===== src/design/sss_cfg.svh =====
`ifndef SSS_CFG_SVH
`define SSS_CFG_SVH

// Oscillator and system clock rates
`define SSS_SYS_FREQ_KHZ     100000
`define SSS_OSC_FREQ_KHZ     100
`define SSS_OSC_DIV          (`SSS_SYS_FREQ_KHZ / `SSS_OSC_FREQ_KHZ)

// Soft-start ramp
`define SSS_RAMP_TICKS       2048
`define SSS_RAMP_SHIFT       11
`define SSS_REF_TARGET_MV    800
`define SSS_UV_EN_MV         600

// Undervoltage must persist longer than one oscillator period
`define SSS_UV_PERSIST_TICKS 2

// On-time limit endpoints in percent of the switching period
`define SSS_TON_ZERO_PCT     80
`define SSS_TON_FS_PCT       40
`define SSS_CUR_FULL_SCALE   255

`endif


===== src/design/sss_pkg.sv =====
package sss_pkg;

  // Sequencer states, one-hot
  typedef enum logic [3:0] {
    SSS_IDLE  = 4'h1,
    SSS_RAMP  = 4'h2,
    SSS_RUN   = 4'h4,
    SSS_FAULT = 4'h8
  } sss_state_t;

  // Reference offset requested by the margining lines
  typedef enum logic [1:0] {
    SSS_MARG_NONE = 2'h0,
    SSS_MARG_POS  = 2'h1,
    SSS_MARG_NEG  = 2'h2
  } sss_margin_t;

  // Asynchronous single-bit pins, synchronised together
  typedef struct packed {
    logic inhibit;
    logic marg_a;
    logic marg_b;
    logic op_mode;
    logic uv_low;
    logic ov_high;
    logic pg_low;
  } sss_pins_t;

endpackage


===== src/design/sss_sync.sv =====
`timescale 1ns/1ns
`default_nettype none

module sss_sync #(
  parameter int WIDTH = 1
) (
  input  wire logic             sys_clk,
  input  wire logic             reset_n,
  input  wire logic [WIDTH-1:0] async_in,
  output logic      [WIDTH-1:0] sync_out
);

  logic [WIDTH-1:0] meta_r;

  // Two-stage synchroniser, first stage read only by the second
  always_ff @(posedge sys_clk or negedge reset_n) begin
    if (!reset_n) begin
      meta_r   <= '0;
      sync_out <= '0;
    end else begin
      meta_r   <= async_in;
      sync_out <= meta_r;
    end
  end

endmodule

`default_nettype wire


===== src/design/sss_top.sv =====
// Operation
// The reference rises from zero to the target over exactly 2048 oscillator periods.
// Power-good is held low for the whole ramp and released only when the ramp completes.
// Undervoltage protection is off early in the ramp and active once the reference is 0.6V.
// Overvoltage protection stays enabled all through soft-start with a mode-selected level.
// Soft-start begins only with all supplies good and inhibit released, else stays idle.
// Low-side drive is kept off during soft-start until the high side first switches.
// The low-side mask gates loop commands only; overvoltage still forces low-side on.
// Maximum high-side on-time falls linearly from 0.80 to 0.40 of the period with current.
// The outside controller selects no offset, positive or negative margin on two lines.
// Output over 300mV low for more than one period turns all switches off and latches.
// Overvoltage forces low sides on, high sides off, raises fault and latches.
// After release power-good is pulled low when output is over 150mV low.
// A supply or inhibit cycle clears ramp, reference and faults and drops power-good.
`timescale 1ns/1ns
`default_nettype none
`include "sss_cfg.svh"

module sss_top
  import sss_pkg::*;
#(
  parameter int NPH     = 3,
  parameter int NSUP    = 2,
  parameter int OSC_DIV = `SSS_OSC_DIV
) (
  input  wire logic                 sys_clk,
  input  wire logic                 reset_n,
  input  wire logic [NSUP-1:0]      supply_ok_in,
  input  wire logic                 inhibit_in,
  input  wire logic                 margin_sel_a,
  input  wire logic                 margin_sel_b,
  input  wire logic                 op_mode_in,
  input  wire logic                 uv_cmp_in,
  input  wire logic                 ov_cmp_in,
  input  wire logic                 pg_cmp_in,
  input  wire logic [NPH-1:0]       hs_cmd,
  input  wire logic [NPH-1:0]       ls_cmd,
  input  wire logic [NPH-1:0][7:0]  phase_cur,
  output logic      [NPH-1:0]       high_side_drive,
  output logic      [NPH-1:0]       low_side_drive,
  output logic                      power_ok_out,
  output logic                      power_ok_oe,
  output logic                      fault_out,
  output logic                      undervoltage_trip,
  output logic                      overvoltage_trip,
  output logic                      uv_enable,
  output logic                      ov_level_sel,
  output logic                      ramp_done,
  output logic      [9:0]           ref_mv,
  output sss_margin_t               margin_mode
);

  localparam logic [11:0] RAMP_END  = 12'(`SSS_RAMP_TICKS);
  localparam logic [9:0]  TARGET_MV = 10'(`SSS_REF_TARGET_MV);
  localparam logic [9:0]  UV_EN_MV  = 10'(`SSS_UV_EN_MV);
  localparam logic [1:0]  UV_PERS   = 2'(`SSS_UV_PERSIST_TICKS);
  localparam logic [15:0] DIV_LAST  = 16'(OSC_DIV - 1);

  sss_pins_t        pins_raw;
  sss_pins_t        pins_s;
  logic [NSUP-1:0]  supply_s;

  sss_state_t       state_r, state_nxt;
  logic [15:0]      div_r, div_nxt;
  logic             tick_r, tick_nxt;
  logic [11:0]      cnt_r, cnt_nxt;
  logic [1:0]       uv_cnt_r, uv_cnt_nxt;
  logic             hs_seen_r, hs_seen_nxt;
  logic             uv_lat_r, uv_lat_nxt;
  logic             ov_lat_r, ov_lat_nxt;
  logic [NPH-1:0][15:0] lim_r, lim_nxt;
  logic [NPH-1:0][15:0] ton_r, ton_nxt;
  logic [NPH-1:0]   hs_nxt, ls_nxt;
  logic             oe_nxt, uv_en_nxt, done_nxt;
  logic [9:0]       ref_nxt;
  sss_margin_t      marg_nxt;
  logic             enable;
  logic             ov_hit, uv_hit;
  logic [21:0]      prod;
  logic [31:0]      lim_w;

  assign pins_raw = '{inhibit: inhibit_in, marg_a: margin_sel_a, marg_b: margin_sel_b,
                      op_mode: op_mode_in, uv_low: uv_cmp_in, ov_high: ov_cmp_in,
                      pg_low: pg_cmp_in};

  // Pin synchronisers
  sss_sync #(.WIDTH($bits(sss_pins_t))) u_sync_pins (
    .sys_clk  (sys_clk),
    .reset_n  (reset_n),
    .async_in (pins_raw),
    .sync_out (pins_s)
  );

  sss_sync #(.WIDTH(NSUP)) u_sync_sup (
    .sys_clk  (sys_clk),
    .reset_n  (reset_n),
    .async_in (supply_ok_in),
    .sync_out (supply_s)
  );

  // Sequencer, ramp, protections and drive gating
  always_comb begin
    enable      = (&supply_s) && !pins_s.inhibit;
    div_nxt     = (div_r == DIV_LAST) ? 16'h0000 : div_r + 16'h0001;
    tick_nxt    = (div_r == DIV_LAST);
    state_nxt   = state_r;
    cnt_nxt     = cnt_r;
    uv_cnt_nxt  = uv_cnt_r;
    hs_seen_nxt = hs_seen_r;
    uv_lat_nxt  = uv_lat_r;
    ov_lat_nxt  = ov_lat_r;
    uv_en_nxt   = uv_enable;
    ov_hit      = 1'b0;
    uv_hit      = 1'b0;
    unique case (state_r)
      SSS_IDLE: begin
        cnt_nxt     = 12'h000;
        hs_seen_nxt = 1'b0;
        uv_lat_nxt  = 1'b0;
        ov_lat_nxt  = 1'b0;
        uv_cnt_nxt  = 2'h0;
        if (enable) begin
          state_nxt = SSS_RAMP;
        end
      end
      SSS_RAMP, SSS_RUN: begin
        if (|hs_cmd) begin
          hs_seen_nxt = 1'b1;
        end
        if (state_r == SSS_RAMP && tick_r) begin
          cnt_nxt = cnt_r + 12'h001;
          if (cnt_nxt == RAMP_END) begin
            state_nxt = SSS_RUN;
          end
        end
        // Persistence of the undervoltage comparator in oscillator ticks
        if (tick_r) begin
          if (pins_s.uv_low && uv_enable) begin
            uv_cnt_nxt = (uv_cnt_r == UV_PERS) ? uv_cnt_r : uv_cnt_r + 2'h1;
          end else begin
            uv_cnt_nxt = 2'h0;
          end
        end
        uv_hit = (uv_cnt_nxt == UV_PERS);
        ov_hit = pins_s.ov_high;
        if (ov_hit) begin
          ov_lat_nxt = 1'b1;
          state_nxt  = SSS_FAULT;
        end else if (uv_hit) begin
          uv_lat_nxt = 1'b1;
          state_nxt  = SSS_FAULT;
        end
      end
      SSS_FAULT: begin
        state_nxt = SSS_FAULT;
      end
      default: begin
        state_nxt = SSS_IDLE;
      end
    endcase
    // A restart also drops the latched faults, so a short inhibit pulse
    // cannot leave a stale latch behind in idle
    if (!enable) begin
      state_nxt  = SSS_IDLE;
      cnt_nxt    = 12'h000;
      uv_lat_nxt = 1'b0;
      ov_lat_nxt = 1'b0;
    end
    // Reference follows the ramp count
    prod    = 22'(TARGET_MV) * 22'(cnt_nxt);
    ref_nxt = (state_nxt == SSS_RUN) ? TARGET_MV : prod[20:11];
    if (state_nxt == SSS_RAMP) begin
      uv_en_nxt = (ref_nxt >= UV_EN_MV);
    end else begin
      uv_en_nxt = (state_nxt == SSS_RUN);
    end
    done_nxt = (state_nxt == SSS_RUN);
    oe_nxt   = !(state_nxt == SSS_RUN) || pins_s.pg_low;
    // Margining decode
    unique case ({pins_s.marg_a, pins_s.marg_b})
      2'b10:   marg_nxt = SSS_MARG_NONE;
      2'b00:   marg_nxt = SSS_MARG_POS;
      2'b01:   marg_nxt = SSS_MARG_NEG;
      default: marg_nxt = SSS_MARG_NONE;
    endcase
    // Per-phase on-time limit and gate drives
    lim_w = 32'h0;
    for (int p = 0; p < NPH; p++) begin
      lim_w = (32'(OSC_DIV) * (32'(`SSS_TON_ZERO_PCT * `SSS_CUR_FULL_SCALE)
              - 32'(`SSS_TON_ZERO_PCT - `SSS_TON_FS_PCT) * 32'(phase_cur[p])))
              / 32'(100 * `SSS_CUR_FULL_SCALE);
      lim_nxt[p] = lim_w[15:0];
      ton_nxt[p] = (hs_cmd[p] && ton_r[p] != 16'hffff) ? ton_r[p] + 16'h0001 : 16'h0000;
      hs_nxt[p]  = 1'b0;
      ls_nxt[p]  = 1'b0;
      if (ov_lat_nxt) begin
        ls_nxt[p] = 1'b1;
      end else if (state_nxt == SSS_RAMP || state_nxt == SSS_RUN) begin
        hs_nxt[p] = hs_cmd[p] && (ton_r[p] < lim_r[p]);
        ls_nxt[p] = ls_cmd[p] && !hs_cmd[p] && hs_seen_nxt;
      end
    end
  end

  // State registers
  always_ff @(posedge sys_clk or negedge reset_n) begin
    if (!reset_n) begin
      state_r           <= SSS_IDLE;
      div_r             <= 16'h0000;
      tick_r            <= 1'b0;
      cnt_r             <= 12'h000;
      uv_cnt_r          <= 2'h0;
      hs_seen_r         <= 1'b0;
      uv_lat_r          <= 1'b0;
      ov_lat_r          <= 1'b0;
      lim_r             <= '0;
      ton_r             <= '0;
      high_side_drive   <= '0;
      low_side_drive    <= '0;
      power_ok_out      <= 1'b0;
      power_ok_oe       <= 1'b1;
      fault_out         <= 1'b0;
      undervoltage_trip <= 1'b0;
      overvoltage_trip  <= 1'b0;
      uv_enable         <= 1'b0;
      ov_level_sel      <= 1'b0;
      ramp_done         <= 1'b0;
      ref_mv            <= 10'h000;
      margin_mode       <= SSS_MARG_NONE;
    end else begin
      state_r           <= state_nxt;
      div_r             <= div_nxt;
      tick_r            <= tick_nxt;
      cnt_r             <= cnt_nxt;
      uv_cnt_r          <= uv_cnt_nxt;
      hs_seen_r         <= hs_seen_nxt;
      uv_lat_r          <= uv_lat_nxt;
      ov_lat_r          <= ov_lat_nxt;
      lim_r             <= lim_nxt;
      ton_r             <= ton_nxt;
      high_side_drive   <= hs_nxt;
      low_side_drive    <= ls_nxt;
      power_ok_out      <= 1'b0;
      power_ok_oe       <= oe_nxt;
      fault_out         <= uv_lat_nxt || ov_lat_nxt;
      undervoltage_trip <= uv_lat_nxt;
      overvoltage_trip  <= ov_lat_nxt;
      uv_enable         <= uv_en_nxt;
      ov_level_sel      <= pins_s.op_mode;
      ramp_done         <= done_nxt;
      ref_mv            <= ref_nxt;
      margin_mode       <= marg_nxt;
    end
  end
endmodule

`default_nettype wire


===== config.mk =====
export PLATFORM = sky130hd
export DESIGN_NAME = sss_top
export DESIGN_NICKNAME = d
export VERILOG_FILES = /design/src/design/sss_pkg.sv /design/src/design/sss_sync.sv /design/src/design/sss_top.sv
export VERILOG_INCLUDE_DIRS = /design/src /design/src/design
export SDC_FILE = /design/constraint.sdc
export NUM_CORES = 1
export LEC_CHECK = 0
export ABC_AREA = 1
export BUFFER_PORTS_ARGS = -buffer_cell sky130_fd_sc_hd__buf_2
export CORE_AREA = 2 2 369 371
export DETAILED_ROUTE_END_ITERATION = 6
export DIE_AREA = 0 0 371 373
export PLACE_DENSITY = 0.51
export RECOVER_POWER = 50
export SKIP_LAST_GASP = 1
export SLEW_MARGIN = 25
export SYNTH_ARGS = -nofsm -noshare
export SYNTH_HDL_FRONTEND = slang
export SYNTH_HIERARCHICAL = 1
export SYNTH_SLANG_ARGS = --single-unit

===== constraint.sdc =====
create_clock -name sys_clk -period 8 [get_ports sys_clk]
set_input_delay 0.8 -clock sys_clk [delete_from_list [all_inputs] [get_ports sys_clk]]
set_output_delay 0.8 -clock sys_clk [all_outputs]
set_load 0.05 [all_outputs]

==> results of run 1 <==
through the flow:
step	TNS (ns)	setup slack, ns	hold slack [ns]
after floorplan	-92.56	-6.25	0.331
after global placement	-121.55	-7.85	0.333
after detailed placement	-123.97	-7.88	0.336
after CTS	-99.30	-6.59	0.349
after global routing	-118.71	-7.51	0.356
final	-101.42	-6.67	0.346
synthesized netlist by cell type (all sizes together) (63+ instances only):
master,instances,area (um2)
nand2,2240,9290
nor2,623,2670
buf,63,616
nand4,132,832
a21oi,186,1100
o21ai,139,726
fa,105,2100
nand3,643,3550
xor2,188,1670
inv,1028,3860
ha,266,3330
dfrtp,164,4100
state kept, by name, summed over array words and instances, names as in the netlist:
name and flops:
div_r 16, margin_mode 2, ov_lat_r 1, hs_seen_r 1
lim_r 39, ton_r 48, cnt_r 12, u_sync_pins/sync_out 7
low_side_drive 3, tick_r 1, ramp_done 1, u_sync_sup/meta_r 2
fault_out 1, high_side_drive 3, u_sync_pins/meta_r 7, ov_level_sel 1
power_ok_oe 1, uv_lat_r 1, u_sync_sup/sync_out 2, state_r 4
ref_mv 10, uv_enable 1, uv_cnt_r 2
critical path, delay by kind of cell:
kind	cells	cell delay [ns]
AND/OR/NAND/NOR	80	7.47
adder cells (fa/ha/maj)	10	3.48
AO/OA/AOI/OAI	2	0.47
XOR/XNOR	2	0.36
buffers and inverters	22	2.38
layout make-up:
| class | count | area, um2 | area share [%] |
|---|---|---|---|
| multi-input combinational | 4835 | 34300 | 56.4 |
| tap | 1781 | 2230 | 3.67 |
| clock inverter | 13 | 140 | 0.231 |
| clock buffer | 19 | 443 | 0.729 |
| sequential | 166 | 4160 | 6.84 |
| timing repair buffer | 1956 | 15500 | 25.5 |
| inverter | 1038 | 3990 | 6.57 |
worst max path at each step:
stage | start | to | slack [ns] | cells after the start
global placement | phase_cur[1] | lim_r[0]$_DFF_PN0_ | -7.85 | 118
floorplan | phase_cur[1] | lim_r[0]$_DFF_PN0_ | -6.25 | 116
CTS | phase_cur[1] | lim_r[0]$_DFF_PN0_ | -6.59 | 115
finish | phase_cur[3] | lim_r[0]$_DFF_PN0_ | -6.67 | 116
global route | phase_cur[3] | lim_r[0]$_DFF_PN0_ | -7.51 | 117
detailed placement | phase_cur[1] | lim_r[0]$_DFF_PN0_ | -7.88 | 120
cell families after synthesis:
family	after synthesis	share of synthesized area, %
xor+xnor	238	5.89
simple gates	3803	48.2
fa+ha+maj	371	15.1
other cells	1	0.0104
compound gates	397	6.56
flops	166	11.5
buf+inv	1110	12.7
per-layer routing:
layer	track usage, %	vias up	part of all wire (%)
met5	0	-	0
met3	0.865	83	1.5
met4	1.97	0	1.0
met2	28.1	397	50
li1	-	23000	-
met1	21.7	20200	48
timing repair:
action | in CTS | in global routing
pin swaps | 138 | 611
resized for setup | 283 | 1094
setup endpoints to repair | 27 | 30
buffers inserted | 93 | 209
gates cloned | 21 | 16
==> impl_metrics.json, run 1 <==
{
  "pin_count": 67,
  "port_buffers": 65,
  "synth-async-reset-ratio_pct": 100,
  "slew_violations": 108,
  "reg2reg_depth": 40,
  "most-common-layout-cells": "buf_4 (1727), nand2_1 (1479), inv_1 (873), nand2_2 (527), nand3_1 (445)",
  "cp_common_cell": "nand2_4",
  "slowest_delay_ns": 0.60,
  "syn_area_mm2": 0.0361,
  "worstPathArrival_ns": 15.02,
  "cts_tree": "yes",
  "num_vias": 43600,
  "mostFrequentLayoutCell": "buf_4",
  "wire_per_inst_um": 12.1,
  "cts-root-buf": "clkbuf_16",
  "h-tree-depth": 4,
  "final_util_pct": 45.1,
  "ctsLongestPathBuffers": 2,
  "synth_flop_cell": "dfrtp_1",
  "clk_pin_slew_ns": 0.07,
  "first_pass_iters": 7,
  "hpwl_mm": 94.7,
  "placedCellCount": 9446,
  "min_path_cells": 0,
  "initial_core_util_pct": 26.8,
  "totalWireLength_mm": 119,
  "clock_skew_ns": 0.0144,
  "fin_nets": 8426,
  "hold_path_end": "u_sync_sup/sync_out[1]$_DFF_PN0_",
  "cp.required_ns": 8.35,
  "slew_headroom_pct": -290,
  "grt_max_degree": 108,
  "drive_above_1_share_pct": 45.6,
  "globalplace.congestion": 0.894,
  "grt_pass1_vias": 41000,
  "drt_iter0_markers": 1689,
  "fin_crit_sh_pct": 183,
  "violations": "DRC, capacitance limit, slew limit, setup timing",
  "hold_start": "u_sync_sup/meta_r[1]$_DFF_PN0_",
  "dieArea_mm2": 0.138,
  "hold_viol": 0,
  "reg2reg_to": "uv_enable$_DFF_PN0_",
  "fin_ws_ns": -6.67,
  "r2r_setup_slack_ns": 2.02,
  "diodes": 0,
  "grt_pass1_wl_mm": 190,
  "hold_buffers": 0,
  "postPlaceCellArea_mm2": 0.0521,
  "rsz0062_at_grt": "yes",
  "synth.avg_cell_area_um2": 5.93,
  "cts_sinks": 166,
  "drc": 10,
  "final_cell_count_no_fill": 9808,
  "seq_area_frac_synth_pct": 11.5,
  "status": "complete, but fails checks",
  "cp-end-kind": "register",
  "rows": 135,
  "ys_ff_latch": 166,
  "yosys_warnings": 6,
  "crit_path_start_kind": "input pin",
  "design_area_mm2": 0.0607,
  "yosysUniqueCellTypes": 71,
  "viasPerCell": 4.45,
  "grt_overflow_total": 0,
  "worst_pin_slew_ns": 5.85,
  "synth_nets": 6498,
  "final.min_clock_period_ns": 14.67,
  "area_growth_pct": 68.3,
  "critical_path_class": "input pin to register",
  "antenna_found_initial": 3,
  "r2r-start": "state_r[3]$_DFF_PN0_",
  "drtAntennaViolNets": 0,
  "insertion_delay_ns": 0.46,
  "synthCells": 6086,
  "synth_edf_count": 0,
  "hold_path_class": "register to register",
  "cap_violations": 1,
  "fmaxAchievable_mhz": 68.2,
  "fillers": 13500,
  "fp.dieW_um": 371,
  "finalSetupViolCount": 27,
  "core_area_mm2": 0.135,
  "cts_buffers": 17,
  "worst-path-max-fanout": 8,
  "die_height_um": 373,
  "grt_usage_pct": 15.9,
  "worst_path_max_delay_cell": "fa_2"
}
Power of run 1 is not shown: default switching activity piles up to over one toggle a cycle in this logic, so the estimate is an artifact.
==> run 2, diff against run 1 <==
--- a/config.mk
+++ b/config.mk
@@ -13,6 +13,7 @@
 export DIE_AREA = 0 0 371 373
 export PLACE_DENSITY = 0.51
 export RECOVER_POWER = 50
+export REMOVE_ABC_BUFFERS = 1
 export SKIP_LAST_GASP = 1
 export SLEW_MARGIN = 25
 export SYNTH_ARGS = -nofsm -noshare
==> impl_metrics.json, run 2 (same netlist as run 1, synthesis figures left out) <==
{
  "critical_path_class": "input pin to register",
  "globalplace.congestion": 0.867,
  "crit_path_start": "phase_cur[9]",
  "final.min_clock_period_ns": 14.80,
  "cp_common_cell": "buf_4",
  "mostFrequentLayoutCell": "buf_4",
  "hold_path_class": "register to register",
  "core_area_mm2": 0.135,
  "ctsLongestPathBuffers": 2,
  "violations": "DRC, capacitance limit, slew limit, setup timing",
  "crit_family": "simple AND/OR/NAND/NOR gates",
  "place_ws_ns": -8.30,
  "grt_max_degree": 81,
  "fp.dieW_um": 371,
  "first_pass_iters": 7,
  "cts-root-buf": "clkbuf_16",
  "slew_violations": 124,
  "worst-path-max-fanout": 10,
  "slowest_delay_ns": 0.52,
  "most-common-layout-cells": "buf_4 (1800), nand2_1 (1442), inv_1 (867), nand2_2 (553), nand3_1 (421)",
  "r2r_setup_slack_ns": 1.59,
  "reg2reg_to": "uv_enable$_DFF_PN0_",
  "port_buffers": 65,
  "final_cell_count_no_fill": 9927,
  "totalWireLength_mm": 120,
  "clk_pin_slew_ns": 0.08,
  "grt_overflow_total": 0,
  "die_height_um": 373,
  "insertion_delay_ns": 0.47,
  "viasPerCell": 4.45,
  "finalSetupViolCount": 27,
  "cts_sinks": 166,
  "cap_violations": 2,
  "fillers": 13300,
  "largest_reg_flops": 48,
  "pin_count": 67,
  "worst_pin_slew_ns": 4.69,
  "cp.required_ns": 8.35,
  "area_growth_pct": 72.7,
  "drc": 1,
  "hold_viol": 0,
  "reg2reg_depth": 39,
  "worstPathArrival_ns": 15.15,
  "grt_usage_pct": 16.1,
  "status": "complete, but fails checks",
  "cts_tree": "yes",
  "regMostFlops": "ton_r",
  "antenna_found_initial": 0,
  "wire_per_inst_um": 12.1,
  "crit_end": "lim_r[16]$_DFF_PN0_",
  "worst-path-stages": 107,
  "worst_path_max_delay_cell": "fa_1",
  "cp-end-kind": "register",
  "fmaxAchievable_mhz": 67.6,
  "fin_crit_sh_pct": 185,
  "cp_num_buf_inv": 34,
  "num_vias": 44200,
  "slew_headroom_pct": -212,
  "cts_buffers": 17,
  "r2r-start": "state_r[2]$_DFF_PN0_",
  "drt_iter0_markers": 1635,
  "rsz0062_at_grt": "yes",
  "drive_above_1_share_pct": 47.8,
  "fin_ws_ns": -6.80,
  "reg.largest.list": "ton_r x48, lim_r x39, div_r x16",
  "clock_skew_ns": 0.0180,
  "rows": 135,
  "initial_core_util_pct": 26.8,
  "placedCellCount": 9468,
  "crit_path_start_kind": "input pin",
  "grt_pass1_wl_mm": 193,
  "h-tree-depth": 4,
  "dieArea_mm2": 0.138,
  "drtAntennaViolNets": 0,
  "grt_pass1_vias": 42700,
  "diodes": 0,
  "hpwl_mm": 90.3,
  "fin_nets": 8545
}
-- run 2: final cells by class --
| cell class | count | area [um2] | area share, % |
|---|---|---|---|
| Multi-Input combinational cell | 4835 | 34800 | 55.8 |
| Timing Repair Buffer | 2075 | 16600 | 26.6 |
| Sequential cell | 166 | 4160 | 6.67 |
| Inverter | 1038 | 3990 | 6.40 |
| Tap cell | 1781 | 2230 | 3.58 |
| Clock buffer | 18 | 429 | 0.689 |
| Clock inverter | 14 | 159 | 0.255 |
-- run 2: per-layer routing --
layer	track usage, %	share of wire, %	vias up
met1	20.2	44	20400
met2	30.1	53	389
met4	2.73	1.8	0
met5	0	0	-
li1	-	-	23200
met3	1.00	1.5	142
-- run 2: worst min path at each step --
| stage | from | endpoint | slack, ns | cells past startpoint |
|---|---|---|---|---|
| 2_1_floorplan | u_sync_pins/sync_out[3]$_DFF_PN0_ | ov_level_sel$_DFF_PN0_ | 0.33 | 0 |
| 3_3_place_gp | u_sync_pins/meta_r[5]$_DFF_PN0_ | u_sync_pins/sync_out[5]$_DFF_PN0_ | 0.33 | 0 |
| 3_5_place_dp | u_sync_pins/meta_r[4]$_DFF_PN0_ | u_sync_pins/sync_out[4]$_DFF_PN0_ | 0.34 | 0 |
| 4_1_cts | u_sync_sup/meta_r[1]$_DFF_PN0_ | u_sync_sup/sync_out[1]$_DFF_PN0_ | 0.35 | 0 |
| 5_1_grt | u_sync_pins/meta_r[4]$_DFF_PN0_ | u_sync_pins/sync_out[4]$_DFF_PN0_ | 0.35 | 0 |
| 6_report | u_sync_pins/meta_r[4]$_DFF_PN0_ | u_sync_pins/sync_out[4]$_DFF_PN0_ | 0.35 | 0 |
-- run 2: what timing repair did --
item | CTS | global route
resized for setup | 729 | 1331
hold buffers | 0 | 0
buffers inserted | 210 | 194
gates cloned | 25 | 14
setup endpoints to repair | 30 | 30
pin swaps | 310 | 732
-- run 2: metrics by stage --
step | setup TNS [ns] | cell area [um2] | utilization, % | hold WS, ns
floorplan | -123.89 | 35400 | - | 0.331
global placement | -136.05 | 50200 | 37.3 | 0.334
detailed placement | -137.81 | 50200 | 37.3 | 0.336
CTS | -100.94 | 55500 | 41.2 | 0.352
global route | -120.40 | 62300 | 46.3 | 0.348
finish | -102.83 | 62300 | 46.3 | 0.352
Power of run 2 is left out for the same reason.
